===== src/mac_stat_consts.vh =====
`ifndef MAC_STAT_CONSTS_VH
`define MAC_STAT_CONSTS_VH

// ----------------------------------------
// Register byte offsets
// ----------------------------------------
`define EXCESSIVE_COLLISION_COUNT_OFS 12'h140
`define RECEIVE_SYMBOL_ERROR_COUNT_OFS 12'h198
`define NETWORK_CONFIGURATION_OFS 12'h000
`define EVENT_STATUS_OFS 12'h004
`define EVENT_MASK_OFS 12'h008
`define FCS_ALIGN_COUNT_OFS 12'h010
`define JABBER_COUNT_OFS 12'h014

// ----------------------------------------
// Fields and values
// ----------------------------------------
`define TALLY_WIDTH 10
`define TALLY_RESET 10'h000
`define EXT_MAX_FRAME_BIT 0
`define EXCESS_COLLISION_LIMIT 5'h10
`define MIN_FRAME_BYTES 14'h0040
`define MAX_FRAME_BYTES 14'h05EE
`define EXT_MAX_FRAME_BYTES 14'h0600
`define EVENT_COUNT 4
`define EV_EXCESSIVE_COLLISION_TALLY 0
`define EV_SYMERR 1
`define EV_FCSALIGN 2
`define EV_JABBER 3

`endif


===== src/event_tally.v =====
`timescale 1ns/10ps
`default_nettype none

// ----------------------------------------
// Saturation-free wrapping event counter
// ----------------------------------------
module event_tally #(
  parameter WIDTH = 10
) (
  input wire clk,
  input wire rst,
  input wire bump,
  output reg [WIDTH-1:0] count_r
);

  // The count wraps at its width, like a plain binary statistics counter.
  always @(posedge clk or posedge rst) begin
    if (rst) begin
      count_r <= {WIDTH{1'b0}};
    end else if (bump) begin
      count_r <= count_r + {{(WIDTH-1){1'b0}}, 1'b1};
    end
  end

endmodule // event_tally

`default_nettype wire


===== src/mac_error_statistics_counters.v =====
// What this block does
// - Count once each frame abandoned after 16 transmit collisions.
// - Count once each received frame with PHY receive error seen.
// - At 10/100 count symbol errors regardless of frame length checks.
// - Symbol-error frames of 64 to 1518 bytes also count as FCS/alignment errors.
// - Extended max frame size setting raises that upper bound to 1536 bytes.
// - Symbol-error frames longer than the maximum count as jabber errors.
//
// Added by the designer: the Wishbone register port.
`timescale 1ns/10ps
`default_nettype none
`include "mac_stat_consts.vh"

module mac_error_statistics_counters (
  input wire clk,
  input wire rst,
  input wire [31:0] wb_adr_i,
  input wire [31:0] wb_dat_i,
  input wire [3:0] wb_sel_i,
  input wire wb_we_i,
  input wire wb_cyc_i,
  input wire wb_stb_i,
  output reg [31:0] wb_dat_o,
  output reg wb_ack_o,
  output reg wb_err_o,
  input wire txAbort,
  input wire [4:0] txCollisionCount,
  input wire rxFrameActive,
  input wire phy_receive_error,
  input wire rxFrameEnd,
  input wire [13:0] rxFrameBytes,
  output reg irq_r
);

  // ----------------------------------------
  // Frame error tracking
  // ----------------------------------------
  reg symErrSeen_r;
  reg [`EVENT_COUNT-1:0] evStatus_r;
  reg [`EVENT_COUNT-1:0] evMask_r;
  reg network_configuration_r;
  wire [`TALLY_WIDTH-1:0] excessive_collision_tally;
  wire [`TALLY_WIDTH-1:0] symbol_error_tally;
  wire [`TALLY_WIDTH-1:0] fcsAlignTally;
  wire [`TALLY_WIDTH-1:0] jabberTally;
  wire [13:0] upperBound;
  wire frameHadError;
  wire xcolEvent;
  wire symEvent;
  wire fcsEvent;
  wire jabEvent;
  wire [`EVENT_COUNT-1:0] events;
  wire busReq;
  wire [11:0] ofs;
  wire extended_max_frame_size;

  assign extended_max_frame_size = network_configuration_r;

  assign xcolEvent = txAbort && (txCollisionCount == `EXCESS_COLLISION_LIMIT);

  // An error flagged in the closing cycle still belongs to that frame.
  assign frameHadError = symErrSeen_r || (rxFrameActive && phy_receive_error);

  assign symEvent = rxFrameEnd && frameHadError;

  assign upperBound = extended_max_frame_size ? `EXT_MAX_FRAME_BYTES : `MAX_FRAME_BYTES;

  assign fcsEvent = symEvent && (rxFrameBytes >= `MIN_FRAME_BYTES) &&
                    (rxFrameBytes <= upperBound);

  assign jabEvent = symEvent && (rxFrameBytes > upperBound);

  assign events = {jabEvent, fcsEvent, symEvent, xcolEvent};

  always @(posedge clk or posedge rst) begin
    if (rst) begin
      symErrSeen_r <= 1'b0;
    end else if (rxFrameEnd) begin
      symErrSeen_r <= 1'b0;
    end else if (rxFrameActive && phy_receive_error) begin
      symErrSeen_r <= 1'b1;
    end
  end

  // ----------------------------------------
  // Counters
  // ----------------------------------------
  // tally bump
  event_tally #(.WIDTH(`TALLY_WIDTH)) xcolTally (
    .clk(clk),
    .rst(rst),
    .bump(xcolEvent),
    .count_r(excessive_collision_tally)
  );

  event_tally #(.WIDTH(`TALLY_WIDTH)) symTally (
    .clk(clk),
    .rst(rst),
    .bump(symEvent),
    .count_r(symbol_error_tally)
  );

  event_tally #(.WIDTH(`TALLY_WIDTH)) fcsTally (
    .clk(clk),
    .rst(rst),
    .bump(fcsEvent),
    .count_r(fcsAlignTally)
  );

  event_tally #(.WIDTH(`TALLY_WIDTH)) jabTally (
    .clk(clk),
    .rst(rst),
    .bump(jabEvent),
    .count_r(jabberTally)
  );

  // ----------------------------------------
  // Wishbone slave
  // ----------------------------------------
  assign busReq = wb_cyc_i && wb_stb_i && !wb_ack_o && !wb_err_o;
  assign ofs = wb_adr_i[11:0];

  function mapped;
    input [11:0] a;
    begin
      mapped = (a == `EXCESSIVE_COLLISION_COUNT_OFS) ||
               (a == `RECEIVE_SYMBOL_ERROR_COUNT_OFS) ||
               (a == `NETWORK_CONFIGURATION_OFS) ||
               (a == `EVENT_STATUS_OFS) || (a == `EVENT_MASK_OFS) ||
               (a == `FCS_ALIGN_COUNT_OFS) || (a == `JABBER_COUNT_OFS);
    end
  endfunction

  // Answer one cycle after the request; an unmapped word gets err instead.
  always @(posedge clk or posedge rst) begin
    if (rst) begin
      wb_ack_o <= 1'b0;
      wb_err_o <= 1'b0;
      wb_dat_o <= 32'h00000000;
    end else begin
      wb_ack_o <= busReq && (wb_adr_i[31:12] == 20'h00000) && mapped(ofs);
      wb_err_o <= busReq && !((wb_adr_i[31:12] == 20'h00000) && mapped(ofs));
      wb_dat_o <= 32'h00000000;
      if (busReq && !wb_we_i) begin
        case (ofs)
          `EXCESSIVE_COLLISION_COUNT_OFS: wb_dat_o <= {22'h000000, excessive_collision_tally};
          `RECEIVE_SYMBOL_ERROR_COUNT_OFS: wb_dat_o <= {22'h000000, symbol_error_tally};
          `FCS_ALIGN_COUNT_OFS: wb_dat_o <= {22'h000000, fcsAlignTally};
          `JABBER_COUNT_OFS: wb_dat_o <= {22'h000000, jabberTally};
          `NETWORK_CONFIGURATION_OFS: wb_dat_o <= {31'h00000000, network_configuration_r};
          `EVENT_STATUS_OFS: wb_dat_o <= {28'h0000000, evStatus_r};
          `EVENT_MASK_OFS: wb_dat_o <= {28'h0000000, evMask_r};
          default: wb_dat_o <= 32'h00000000;
        endcase
      end
    end
  end

  // Control registers; counter offsets take no write at all.
  always @(posedge clk or posedge rst) begin
    if (rst) begin
      network_configuration_r <= 1'b0;
      evMask_r <= 4'h0;
    end else if (busReq && wb_we_i && wb_sel_i[0]) begin
      if (ofs == `NETWORK_CONFIGURATION_OFS) begin
        network_configuration_r <= wb_dat_i[`EXT_MAX_FRAME_BIT];
      end
      if (ofs == `EVENT_MASK_OFS) begin
        evMask_r <= wb_dat_i[3:0];
      end
    end
  end

  // ----------------------------------------
  // Interrupt status
  // ----------------------------------------
  // A new event in the same cycle as a write-one clear keeps its bit set.
  always @(posedge clk or posedge rst) begin
    if (rst) begin
      evStatus_r <= 4'h0;
    end else if (busReq && wb_we_i && wb_sel_i[0] && ofs == `EVENT_STATUS_OFS) begin
      evStatus_r <= (evStatus_r & ~wb_dat_i[3:0]) | events;
    end else begin
      evStatus_r <= evStatus_r | events;
    end
  end

  always @(posedge clk or posedge rst) begin
    if (rst) begin
      irq_r <= 1'b0;
    end else begin
      irq_r <= |(evStatus_r & evMask_r);
    end
  end

endmodule // mac_error_statistics_counters

`default_nettype wire


===== config.mk =====
export PLATFORM = sky130hd
export DESIGN_NAME = mac_error_statistics_counters
export DESIGN_NICKNAME = d
export VERILOG_FILES = /design/src/event_tally.v /design/src/mac_error_statistics_counters.v
export VERILOG_INCLUDE_DIRS = /design/src
export SDC_FILE = /design/constraint.sdc
export NUM_CORES = 1
export LEC_CHECK = 0
export ABC_AREA = 1
export BUFFER_PORTS_ARGS = -buffer_cell sky130_fd_sc_hd__buf_4
export CORE_MARGIN = 4
export CORE_UTILIZATION = 53
export DETAILED_ROUTE_END_ITERATION = 10
export GPL_ROUTABILITY_DRIVEN = 0
export GPL_TIMING_DRIVEN = 0
export PLACE_DENSITY = 0.93
export RECOVER_POWER = 50
export SYNTH_ARGS = -nofsm -noshare
export SYNTH_HDL_FRONTEND = slang
export SYNTH_HIERARCHICAL = 1
export SYNTH_SLANG_ARGS = --single-unit

===== constraint.sdc =====
create_clock -name clk -period 4.4 [get_ports clk]
set_input_delay 0.22 -clock clk [delete_from_list [all_inputs] [get_ports clk]]
set_output_delay 0.22 -clock clk [all_outputs]
set_load 0.02 [all_outputs]

# ---- Word level (Yosys, flattened, before mapping)
# Index checks and enable logic that the tools add are counted.
dict set report classes {
  n_addsub 4
  order_cmp 3
  eq_ne 7
  mux 6
  bitwise_logic 5
  n_reduce_logical 34
}
# operator count
set ops {}
lappend ops {{$pmux W10 S7} 1}
lappend ops {{$add A10 B1 Y10 const B} 4}
lappend ops {{$eq A12 B5 Y1 const B} 2}
lappend ops {{$eq A12 B9 Y1 const B} 2}
lappend ops {{$logic_not A20 Y1} 1}
lappend ops {{$mux W10} 2}
lappend ops {{$logic_and A1 B1 Y1} 17}
lappend ops {{$ge A14 B7 Y1 const B} 1}
lappend ops {{$gt A14 B11 Y1} 1}
lappend ops {{$le A14 B11 Y1} 1}
lappend ops {{$eq A12 B3 Y1 const B} 1}
lappend ops {{$eq A12 B4 Y1 const B} 1}
lappend ops {{$logic_not A12 Y1} 1}
lappend ops {{$and A4 B4 Y4} 2}
lappend ops {{$or A4 B4 Y4} 2}
lappend ops {{$logic_or A1 B1 Y1} 7}
lappend ops {{$eq A5 B5 Y1 const B} 1}
lappend ops {{$logic_not A1 Y1} 4}
lappend ops {{$mux W4} 1}
lappend ops {{$not A4 Y4} 1}
lappend ops {{$reduce_and A2 Y1} 2}
lappend ops {{$reduce_or A4 Y1} 1}
lappend ops {{$mux W1} 2}
lappend ops {{$reduce_bool A2 Y1} 1}
dict set report totals {
  ff_bits 85
  inputBits 96
  out_inout_bits 35
  word_cells 71
}

# ---- Logic depth before layout (Yosys ltp)
# Gate-level depths: netlist (run 1).
dict set report depth {
  word_depth 10
  ltp_mapped 17
  ltp_nobuf 17
}

# ---- Modules after synthesis
# The synthesis (run 1) kept the hierarchy.
# module instances cells_per_inst area_each_um2 seq_area_each_um2
set by_module_without_submodules {}
lappend by_module_without_submodules {mac_error_statistics_counters 1 314 2074.5 575.6}
lappend by_module_without_submodules {event_tally 4 56 494.2 250.2}

# ---- Least setup slack after synthesis (run 1)
# Ideal clock, no wire load.
dict set report synth_timing {
  path_type {flip-flop to flip-flop}
  from {register network_configuration_r (netlist: extended_max_frame_size)}
  to {register fcsTally.count_r[6]}
  setup_ns 0.123
  t_arrival_ns 1.836
  required_time_ns 4.277
  setup_slack_ns 2.441
  path_stages_with_launch 16
  path_buffers 0
  synth_period_minus_slack_ns 1.959
  cell_sequence {dfrtp_1 > inv_1 > ha_1 > nand2_1 > inv_1 > nand2_1 > nand2_1 > a21oi_1 > nand2_1 > nand2_1 > nand2_1 > inv_1 > nand2_1 > nor2_4 > nand2_2 > xnor2_1}
}
dict set report synth_via {
  elab_chain_len 3
}
# item line_no
set synth_lines {}
lappend synth_lines {{start: declaration} mac_error_statistics_counters.v:41} ;# reg network_configuration_r;
lappend synth_lines {{start signal: assignment} mac_error_statistics_counters.v:166} ;# network_configuration_r <= wb_dat_i[`EXT_MAX_FRAME_BIT];
lappend synth_lines {{$mux W10 (no source line)} -}
lappend synth_lines {{$le A14 B11 Y1} mac_error_statistics_counters.v:69} ;# (rxFrameBytes <= upperBound);
lappend synth_lines {{$logic_and A1 B1 Y1} mac_error_statistics_counters.v:68} ;# assign fcsEvent = symEvent && (rxFrameBytes >= `MIN_FRAME_BYTES) &&
lappend synth_lines {{via fcsEvent} mac_error_statistics_counters.v:50} ;# wire fcsEvent;
lappend synth_lines {{end signal: assignment} event_tally.v:19} ;# count_r <= {WIDTH{1'b0}};
lappend synth_lines {{end signal: assignment} event_tally.v:21} ;# count_r <= count_r + {{(WIDTH-1){1'b0}}, 1'b1};
lappend synth_lines {{end: declaration} event_tally.v:13} ;# output reg [WIDTH-1:0] count_r
# The timed path passes the listed nets, and every way through them passes these cells.
# A chain may end at the register's enable or synchronous reset.

# ---- Worst setup path after layout (run 1)
dict set report layout_timing {
  from {register network_configuration_r (netlist: extended_max_frame_size)}
  to {register fcsTally.count_r[7]}
}
# The elaborated chain is that of the path after synthesis.

==> key figures, run 1 <==
Drt
  • Routed vias/inst: 5.049
  • DRT iter0 DRCs: about 210
  • Vias: 3797
  • DR pass1 iterations: 5
  • Detail Route Antenna Nets: 0
  • Routed wire length: between 10000 and 15000 um
  • DRC: 0
  • Per-cell routed wire length: around 13 um

Timing
  • Period utilisation layout: 0.5491
  • Slew headroom: 0.3806
  • Post-route minimum period: ~2.4 ns
  • Fmax: slightly above 0.4 GHz
  • RSZ-0062 raised after global routing: no
  • Worst Slack Setup Final: 1.984 ns
  • Final hold vios: 0
  • Clk_skew: between 0.008 and 0.009 ns
  • Actual slew at the worst max-slew pin: roughly 0.93 ns
  • Setup TNS: 0 ns
  • Hold WS: around 0.032 ns
  • Max-slew violations: 0
  • # setup viols final: 0

Critical path
  • Critical Path End Type: flop
  • WS Path Type: reg2reg
  • Crit path DAT: 2.71 ns
  • Crit path cell chain: inv_1 -> ha_1 -> nand2_1 -> inv_1 -> nand2_1 -> nand2_1 -> a21oi_1 -> nand2_1 -> nand2_1 -> nand2_1 -> inv_1 -> nand2_1 -> nor2_4 -> nand3_1 -> nand2_1 -> nand2_1 -> inv_1
  • Reg-to-Reg Start: extended_max_frame_size$_DFFE_PP0P_
  • CP max stage cell: dfrtp_1
  • Setup crit start kind: flop
  • Max incr delay on CP: roughly 0.58 ns
  • Worst-path fanout max: 9
  • Critical Path Start: extended_max_frame_size$_DFFE_PP0P_
  • Critical Path RT: roughly 4.7 ns
  • Most frequent CP cell: nand2_1

Die
  • Die H: between 90 and 100 um
  • Ports: ~130
  • Die X: approximately 95 um
  • Site Rows: 31
  • Initial Util: 0.5527
  • Core ar.: 0.007331 mm2
  • Die ar.: a little over 0.009 mm2

Logic synthesis
  • Share of the synthesized area in the top cell type: 0.3891
  • Number of flops mapped to enable cells by yosys: 0
  • Post-synthesis cell count: 538
  • Yosys top cell by area: dfrtp_1
  • Sequential-to-total area share from yosys stat: 0.3891
  • Syn Area/Cell: between 7 and 8 um2
  • Top post-synthesis cells by area: dfrtp_1 (39%), nand2_1 (14%), nand3_1 (7.2%)
  • FFs w/ async S/R, synth: 1.000
  • Seq cells post-synth: 63
  • Top FF cell, synth: dfrtp_1
  • Synth warn: 6
  • Cell area after synthesis: 0.004051 mm2
  • Library cells used by synthesis: 29

Placed design
  • Dpl cells: about 740
  • Post-DP Area: 0.004832 mm2
  • Dpl hpwl: between 7000 and 8000 um
  • DP Worst Slack: between 2 and 2.5 ns
  • PortBufs: slightly below 80

Power
  • Flop pwr share: 0.494
  • Leak: ~2.7 nW
  • Design Power: between 1.5 and 2 mW
  • Internal: 1.054 mW
  • Psw: ~460 uW
  • Clock power share: 0.324
  • Switching share of power: 0.3061
  • Logic pwr share: 0.181
  • PwrDens: between 300 and 400 mW/mm2
  • VDD IR max: between 0.2 and 0.25 mV

CTS
  • Total CTS buffers: 9
  • Hold Buf Count CTS: 1
  • Post-CTS Setup Repair Bufs: 0
  • Worst-Skew Late Latency: 0.35 ns
  • Clock-pin slew on the worst setup and hold paths: roughly 0.070 ns
  • Post_cts resized: 0
  • Clock sinks: 63
  • Clock tree buffer depth: 2
  • H-tree depth: 3
  • Clock tree from TritonCTS: yes
  • Clock Tree Root: clkbuf_8

Global route
  • Remaining global-route overflow: 0
  • First-pass GRT wire length: 16390 um
  • GRT Resource Usage Total: 0.2361
  • Initial antenna violation count: 0
  • Vias in the first global route: 3658
  • Largest net degree at the start of global routing: 24

Finish
  • Design area: about 0.0050 mm2
  • Fill count: roughly 570
  • Nets: 756
  • Final Util: 0.6764
  • Count of non-filler cells in the finished layout: ~750
  • Antenna Cells: 0
  • Layout cells sized above 1: 0.2190
  • P&R area growth vs syn: 22.39%

Outcome
  • Status: finished, final reports clean

Flow run
  • Max-cap violations: 0

Worst hold path
  • HP Class: in2reg
  • Worst hold start: rxFrameEnd
-- layer usage --
layer,GRT usage,part of all wire,up-vias
li1,-,-,1854
met1,0.2776,0.41,1782
met3,0.04972,0.064,25
met4,0.1185,0.028,0
met5,0,0,-
met2,0.4070,0.50,136
-- worst max-delay path: cells and delay by family, from the launching register on --
family                     cells  cell delay, ns
AOI/OAI and AO/OA              1            0.12
buffers and inverters          4            0.35
adders and majority gates      1            0.31
and+or+nand+nor               11            0.98
DFF                            1            0.58
-- cell usage after synthesis, drive strengths merged, types with 7 or more instances --
master	instances
nand2	162
inv	77
nor2	67
dfrtp	63
nand3	58
buf	28
nand4	15
ha	12
xor2	12
o21ai	8
xnor2	8
a21oi	7
-- path summary, 6_finish.rpt --
path	to	slack [ns]	cells after the start
worst max-delay path	fcsTally/count_r[7]$_DFFE_PP0P_	1.98	17
worst min-delay path	symErrSeen_r$_DFFE_PP0P_	0.03	2
worst max register to register	fcsTally/count_r[7]$_DFFE_PP0P_	1.98	17
worst min register to register	symTally/count_r[6]$_DFFE_PP0P_	0.50	1
max in group asynchronous	wb_dat_o[3]$_DFF_PP0_	3.10	3
min in group asynchronous	fcsTally/count_r[5]$_DFFE_PP0P_	0.49	3
-- registers in the layout (all words and copies together) (netlist names) --
name and count:
fcsTally/count_r 10, jabTally/count_r 10, symTally/count_r 10, wb_dat_o 10, xcolTally/count_r 10, evMask_r 4, evStatus_r 4, extended_max_frame_size 1
irq_r 1, symErrSeen_r 1, wb_ack_o 1, wb_err_o 1
-- logic make-up after synthesis --
| family | Yosys count | synth area share |
|---|---|---|
| simple gates | 314 | 0.3666 |
| other cells | 1 | 0.0009256 |
| xor+xnor | 20 | 0.04324 |
| flops | 63 | 0.3891 |
| buf+inv | 105 | 0.1260 |
| fa+ha+maj | 12 | 0.03706 |
| compound gates | 19 | 0.02594 |
| mux | 4 | 0.01112 |
-- power by group through the flow --
stage               Combinational, mW  Clock (mW)  Sequential (mW)
CTS                             0.278       0.498            0.747
detailed placement              0.271           0            0.755
global placement                0.254           0            0.747
global route                    0.311       0.523            0.759
floorplan                       0.189           0            0.732
finish                          0.276       0.492            0.751
-- cell type report --
| type | instances | area (um2) | area share |
|---|---|---|---|
| Buffer | 28 | 221.5 | 0.04466 |
| Clock buffer | 12 | 145.1 | 0.02927 |
| Clock inverter | 4 | 45.04 | 0.009084 |
| Inverter | 77 | 289.0 | 0.05829 |
| Multi-Input combinational cell | 391 | 2022 | 0.4078 |
| Sequential cell | 63 | 1577 | 0.3179 |
| Tap cell | 99 | 123.9 | 0.02498 |
| Timing Repair Buffer | 78 | 535.5 | 0.1080 |
-- placed cells by master (no fill, tap or decap) --
master,count
inv_2,2
nand2_2,9
nand4_1,15
xnor2_1,8
a21oi_1,7
clkbuf_1,16
o21ai_0,2
or2_0,2
nand2_1,152
nand2_4,1
nor2_2,9
clkinv_2,3
bufinv_16,1
clkbuf_4,2
nand3_1,58
buf_6,3
nor2_4,12
nor3b_2,1
o21ai_1,6
and3_1,1
o21a_1,4
nor2_1,46
nor4_1,4
ha_1,12
or2_2,1
conb_1,22
buf_4,86
mux2_2,3
xor2_1,12
dfrtp_1,63
nor3_1,3
dlygate4sd3_1,1
mux2_1,1
clkbuf_8,10
inv_1,75
Note: power is estimated with default switching activity, not from simulation.
==> inputs of run 2 (changes only) <==
--- a/config.mk
+++ b/config.mk
@@ -9,11 +9,11 @@
 export ABC_AREA = 1
 export BUFFER_PORTS_ARGS = -buffer_cell sky130_fd_sc_hd__buf_4
 export CORE_MARGIN = 4
-export CORE_UTILIZATION = 53
+export CORE_UTILIZATION = 52
 export DETAILED_ROUTE_END_ITERATION = 10
 export GPL_ROUTABILITY_DRIVEN = 0
 export GPL_TIMING_DRIVEN = 0
-export PLACE_DENSITY = 0.93
+export PLACE_DENSITY = 0.92
 export RECOVER_POWER = 50
 export SYNTH_ARGS = -nofsm -noshare
 export SYNTH_HDL_FRONTEND = slang
==> constraint.sdc (replaced) <==
create_clock -name clk -period 2.48 [get_ports clk]
set_input_delay 0.124 -clock clk [delete_from_list [all_inputs] [get_ports clk]]
set_output_delay 0.124 -clock clk [all_outputs]
set_load 0.02 [all_outputs]
==> key figures, run 2 (same netlist as run 1, synthesis figures left out) <==
Die
  • Initial Util: 0.5469
  • Site Rows: 31
  • Die H: 96.27 um
  • Ports: about 130
  • Die X: about 96 um
  • Die ar.: approximately 0.009 mm2
  • Core ar.: ~0.0074 mm2

Timing
  • Slew headroom: 0.3954
  • Period utilisation layout: 0.9087
  • Actual slew at the worst max-slew pin: just over 0.9 ns
  • Max-slew violations: 0
  • Setup TNS: 0 ns
  • Clk_skew: 0.01386 ns
  • Final hold vios: 0
  • Post-route minimum period: between 2 and 2.5 ns
  • RSZ-0062 raised after global routing: no
  • Fmax: between 0.4 and 0.5 GHz
  • # setup viols final: 0

Placed design
  • Dpl hpwl: roughly 7900 um
  • PortBufs: between 70 and 80

Drt
  • Routed wire length: approximately 9900 um
  • Routed vias/inst: 5.041
  • Detail Route Antenna Nets: 0
  • DR pass1 iterations: 5
  • DRT iter0 DRCs: 310
  • DRC: 0
  • Per-cell routed wire length: around 13 um
  • Vias: roughly 3800

CTS
  • H-tree depth: 3
  • Worst-Skew Late Latency: ~0.35 ns
  • Clock tree from TritonCTS: yes
  • Clock sinks: 63
  • Clock tree buffer depth: 2
  • Clock-pin slew on the worst setup and hold paths: about 0.08 ns
  • Clock Tree Root: clkbuf_8
  • Total CTS buffers: 9
  • Post-CTS Setup Repair Bufs: 0

Global route
  • Grt met2 use: 0.4112
  • Met1 usage: 0.2746
  • Vias in the first global route: roughly 3700
  • Largest net degree at the start of global routing: 24
  • Initial antenna violation count: 0
  • Remaining global-route overflow: 0
  • GRT Resource Usage Total: 0.2298
  • First-pass GRT wire length: between 15000 and 20000 um
  • GR peak layer: met2
  • Grt met3 use: 0.04926

Power
  • Psw: about 860 uW
  • VDD IR max: between 0.5 and 0.6 mV
  • Design Power: 2.612 mW
  • Flop pwr share: 0.510
  • PwrDens: about 530 mW/mm2
  • Internal: ~1.8 mW
  • Switching share of power: 0.3298
  • Clock power share: 0.302
  • Leak: between 2 and 3 nW
  • Logic pwr share: 0.188

Finish
  • Most common cell after layout, fill and taps aside: nand2_1
  • P&R area growth vs syn: 22.21%
  • Layout cells sized above 1: 0.2263
  • Most frequent cells in the layout: nand2_1 (153), buf_4 (87), inv_1 (74), dfrtp_1 (62), nand3_1 (58)
  • Nets: about 760
  • Antenna Cells: 0

Worst hold path
  • HP Class: in2reg

Critical path
  • Worst-path fanout max: 9
  • Critical Path End Type: flop
  • WS Path Type: reg2reg
  • Critical Path RT: 2.73 ns
  • Setup crit start kind: flop
  • Reg2reg setup slack: about 0.23 ns
  • Crit path DAT: approximately 2.5 ns

Flow run
  • Max-cap violations: 0

Outcome
  • Status: finished, final reports clean
run 2: timing repair:
item / CTS / global route
resized for setup: 0 / 1
endpoints found under the setup margin: 0 / 6
hold buffers: 2 / 0
endpoints found under the hold margin: 41 / 0
run 2: path summary, 6_finish.rpt:
| check | start | to | cells after the start |
|---|---|---|---|
| worst max-delay path | extended_max_frame_size$_DFFE_PP0P_ | fcsTally/count_r[7]$_DFFE_PP0P_ | 16 |
| worst min-delay path | phy_receive_error | symErrSeen_r$_DFFE_PP0P_ | 3 |
| worst max register to register | extended_max_frame_size$_DFFE_PP0P_ | fcsTally/count_r[7]$_DFFE_PP0P_ | 16 |
| worst min register to register | symTally/count_r[6]$_DFFE_PP0P_ | symTally/count_r[6]$_DFFE_PP0P_ | 1 |
| max in group asynchronous | rst | extended_max_frame_size$_DFFE_PP0P_ | 3 |
| min in group asynchronous | rst | symTally/count_r[2]$_DFFE_PP0P_ | 3 |
run 2: stage by stage:
step,util,hold WS [ns],worst slack (ns),cell area (um2),instances
after CTS,0.6783,0.01670,0.1351,5025,753
after global placement,0.6523,0.1584,0.3144,4832,735
final,0.6683,0.02823,0.2263,4951,753
after floorplan,-,-0.03582,0.5212,4130,559
after detailed placement,0.6523,0.1646,0.1399,4832,735
after global routing,0.6683,0.02056,0.02955,4951,753
run 2: critical path, stage by stage (launching register included):
cell     delay (ns)
dfrtp_2        0.47
inv_1          0.09
ha_1           0.30
nand2_1        0.10
inv_1          0.05
nand2_1        0.06
nand2_1        0.05
a21oi_1        0.14
nand2_1        0.08
nand2_1        0.06
nand2_1        0.06
inv_1          0.13
nand2_1        0.11
nor2_4         0.17
nand4_1        0.12
nand2_1        0.10
inv_1          0.05
run 2: power groups by stage:
stage | logic [mW] | clock network [mW] | registers (mW)
after floorplan | 0.336 | 0 | 1.30
after global placement | 0.450 | 0 | 1.33
after detailed placement | 0.487 | 0 | 1.34
after CTS | 0.492 | 0.812 | 1.32
after global routing | 0.562 | 0.856 | 1.35
final | 0.491 | 0.789 | 1.33
run 2: layout make-up:
| class | count | area, um2 |
|---|---|---|
| clock buffer | 9 | 123.9 |
| buffer | 28 | 221.5 |
| inverter | 77 | 289.0 |
| tap | 99 | 123.9 |
| timing repair buffer | 79 | 545.5 |
| sequential | 63 | 1578 |
| multi-input combinational | 391 | 2021 |
| clock inverter | 7 | 48.80 |
| fill | 604 | 2457 |
run 2: per-layer routing:
layer  up-vias  wire length (um)
li1       1864                 -
met1      1766              3900
met2       151              5231
met3        15               700
met4         0               108
met5         -                 0
==> inputs of run 3 (changes only) <==
--- a/config.mk
+++ b/config.mk
@@ -9,13 +9,12 @@
 export ABC_AREA = 1
 export BUFFER_PORTS_ARGS = -buffer_cell sky130_fd_sc_hd__buf_4
 export CORE_MARGIN = 4
-export CORE_UTILIZATION = 52
+export CORE_UTILIZATION = 51
 export DETAILED_ROUTE_END_ITERATION = 10
 export GPL_ROUTABILITY_DRIVEN = 0
 export GPL_TIMING_DRIVEN = 0
-export PLACE_DENSITY = 0.92
+export PLACE_DENSITY = 0.9
 export RECOVER_POWER = 50
 export SYNTH_ARGS = -nofsm -noshare
 export SYNTH_HDL_FRONTEND = slang
-export SYNTH_HIERARCHICAL = 1
 export SYNTH_SLANG_ARGS = --single-unit
==> key figures, run 3 <==
Logic synthesis
  • Adder-cell share of the synthesized area: 0.03734
  • Yosys top cell by area: dfrtp_1
  • Share of the synthesized area in the top cell type: 0.3920
  • Syn Area/Cell: roughly 7.3 um2
  • Simple-gate share of the synthesized area: 0.3556
  • Compound-gate portion of the synthesized area: 0.04263
  • XOR/XNOR share of the synthesized area: 0.05445
  • Post-synthesis cell count: between 500 and 600
  • Multiplexer share of the synthesized area: 0.002800
  • Seq cells post-synth: between 60 and 70
  • FFs w/ async S/R, synth: 1.000
  • Number of flops mapped to enable cells by yosys: 0
  • Synth warn: 0
  • Main combinational cell family by area after synthesis: simple AND/OR/NAND/NOR gates
  • Cell area after synthesis: between 0.004 and 0.005 mm2
  • Most frequent cell after synthesis: nand2_1
  • Sequential-to-total area share from yosys stat: 0.3920
  • Library cells used by synthesis: 33
  • Top post-synthesis cells by area: dfrtp_1 (39%), nand2_1 (14%), inv_1 (6.5%)
  • Synth top cells by count: nand2_1 (152), inv_1 (70), nor2_1 (70)
  • Top FF cell, synth: dfrtp_1

Timing
  • Worst Slack Setup Final: 0.3524 ns
  • Final hold vios: 0
  • # setup viols final: 0
  • Slew headroom: 0.3786
  • Fmax: roughly 0.47 GHz
  • RSZ-0062 raised after global routing: no
  • Max-slew violations: 0
  • Post-route minimum period: ~2.1 ns
  • Period utilisation layout: 0.8579
  • Clk_skew: between 0.005 and 0.006 ns
  • Actual slew at the worst max-slew pin: slightly above 0.9 ns
  • Setup TNS: 0 ns

Die
  • Die H: approximately 97 um
  • Die ar.: 0.009369 mm2
  • Initial Util: 0.5231
  • Ports: roughly 130
  • Die X: slightly below 100 um
  • Site Rows: 32
  • Core ar.: 0.007687 mm2

Critical path
  • Worst setup endpoint: fcsTally.count_r[7]$_DFFE_PP0P_
  • Setup crit start kind: flop
  • Crit Reg-Reg Endpoint: fcsTally.count_r[7]$_DFFE_PP0P_
  • Crit path cell chain: inv_1 -> ha_1 -> nand4_1 -> nor2_2 -> nand3_2 -> nand2_2 -> nand2_1 -> nand2_1 -> nand2_1
  • Critical Path End Type: flop
  • WS Path Type: reg2reg
  • Critical Path RT: about 2.7 ns
  • Reg-to-Reg Start: extended_max_frame_size$_DFFE_PP0P_
  • Worst path bufs/invs: 1
  • Reg2reg setup slack: 0.35 ns
  • Worst-path fanout max: 9
  • Critical Path Start: extended_max_frame_size$_DFFE_PP0P_
  • CP max stage cell: dfrtp_1
  • Max incr delay on CP: around 0.54 ns
  • R2R depth: 9
  • Crit path DAT: roughly 2.4 ns
  • Most frequent CP cell: nand2_1
  • CP Depth: 9
  • Largest delay share family, worst path: simple AND/OR/NAND/NOR gates

Drt
  • DR pass1 iterations: 6
  • DRC: 0
  • Per-cell routed wire length: ~13 um
  • Routed wire length: approximately 10000 um
  • Detail Route Antenna Nets: 0
  • Routed vias/inst: 5.256
  • Vias: around 4100
  • DRT iter0 DRCs: 329

Finish
  • Fill count: ~640
  • P&R area growth vs syn: 24.33%
  • Nets: slightly below 800
  • Antenna Cells: 0
  • Most frequent cells in the layout: nand2_1 (152), buf_4 (84), inv_1 (70), nor2_1 (70), dfrtp_1 (63)
  • Layout cells sized above 1: 0.1883
  • Most common cell after layout, fill and taps aside: nand2_1

Global route
  • Remaining global-route overflow: 0
  • Largest net degree at the start of global routing: 40
  • Initial antenna violation count: 0
  • Vias in the first global route: around 4000
  • GRT Resource Usage Total: 0.2192
  • First-pass GRT wire length: roughly 17000 um

Worst hold path
  • HP Class: in2reg

CTS
  • Total CTS buffers: 9
  • Post-CTS Setup Repair Bufs: 0
  • Clock tree buffer depth: 2
  • Clock sinks: 63
  • Worst-Skew Late Latency: between 0.3 and 0.4 ns
  • Hold Buf Count CTS: 2
  • Clock Tree Root: clkbuf_8
  • Clock-pin slew on the worst setup and hold paths: roughly 0.070 ns
  • Post_cts resized: 0
  • Clock tree from TritonCTS: yes
  • H-tree depth: 3

Power
  • VDD IR max: 0.3090 mV
  • PwrDens: around 560 mW/mm2
  • Leak: 2.591 nW

Flow run
  • Max-cap violations: 0

Placed design
  • PortBufs: 77
  • Dpl hpwl: about 8000 um
  • DP Worst Slack: 0.3835 ns

Outcome
  • Status: finished, final reports clean
-- run 3: cell types whose count changed after synthesis, sizes merged, moves of 4 or more --
cell and change:
o22ai +11, xor2 +10, o21ai +6, nand3 -9, nor2 +10, xnor2 -5
nor3 +9, o21a -4, inv -5, nand2 -5, nand4 +6, a21oi -4
-- run 3: how the worst min path moves through the flow --
stage,startpoint,end,slack (ns),depth (start not counted)
global route,wb_dat_i[2],evMask_r[2]$_DFFE_PP0P_,0.08,3
global placement,rxFrameEnd,symErrSeen_r$_DFFE_PP0P_,0.28,2
detailed placement,rst,fcsTally.count_r[2]$_DFFE_PP0P_,0.21,2
finish,phy_receive_error,symErrSeen_r$_DFFE_PP0P_,0.05,3
floorplan,rxFrameEnd,symErrSeen_r$_DFFE_PP0P_,0.19,1
CTS,phy_receive_error,symErrSeen_r$_DFFE_PP0P_,0.05,3
-- run 3: worst min-delay path, cell delays in order --
cell	delay, ns
buf_4	0.11
nand2_1	0.06
a21oi_1	0.06
-- run 3: report_power, final --
part	internal [mW]	switching (mW)	total, mW
Combinational	0.229	0.300	0.529
Sequential	1.16	0.149	1.30
Clock	0.546	0.412	0.958
-- run 3: per-layer routing --
layer  routed length (um)  vias to the layer above  share of wire  track usage
li1                     -                     1944              -            -
met1                 4045                     1849           0.39       0.2600
met2                 5103                      221           0.49       0.3800
met3                  817                       38          0.079      0.03749
met4                  388                        0          0.037       0.1123
met5                    0                        -              0            0
-- run 3: cell families after synthesis --
| kind of cell | Yosys count |
|---|---|
| mux | 1 |
| compound gates | 30 |
| flops | 63 |
| xor+xnor | 25 |
| fa+ha+maj | 12 |
| buf+inv | 99 |
| other cells | 1 |
| simple gates | 321 |
-- run 3: layout make-up --
type | count | area [um2] | area share
clock inverter | 4 | 52.55 | 0.01051
buffer | 27 | 188.9 | 0.03779
timing repair buffer | 80 | 554.3 | 0.1109
clock buffer | 12 | 165.2 | 0.03303
inverter | 72 | 270.3 | 0.05405
sequential | 63 | 1577 | 0.3153
multi-input combinational | 411 | 2064 | 0.4129
tap | 102 | 127.6 | 0.02553
-- run 3: metrics by stage --
stage	cell area, um2	hold slack (ns)	power (mW)	util	instances
2_1_floorplan	4100	0.1871	1.638	-	573
3_3_place_gp	4806	0.2826	1.796	0.6252	752
3_5_place_dp	4826	0.2066	1.842	0.6278	753
4_1_cts	5064	0.04754	2.793	0.6587	771
5_1_grt	5000	0.07516	2.933	0.6504	771
6_report	5000	0.04562	2.791	0.6504	771
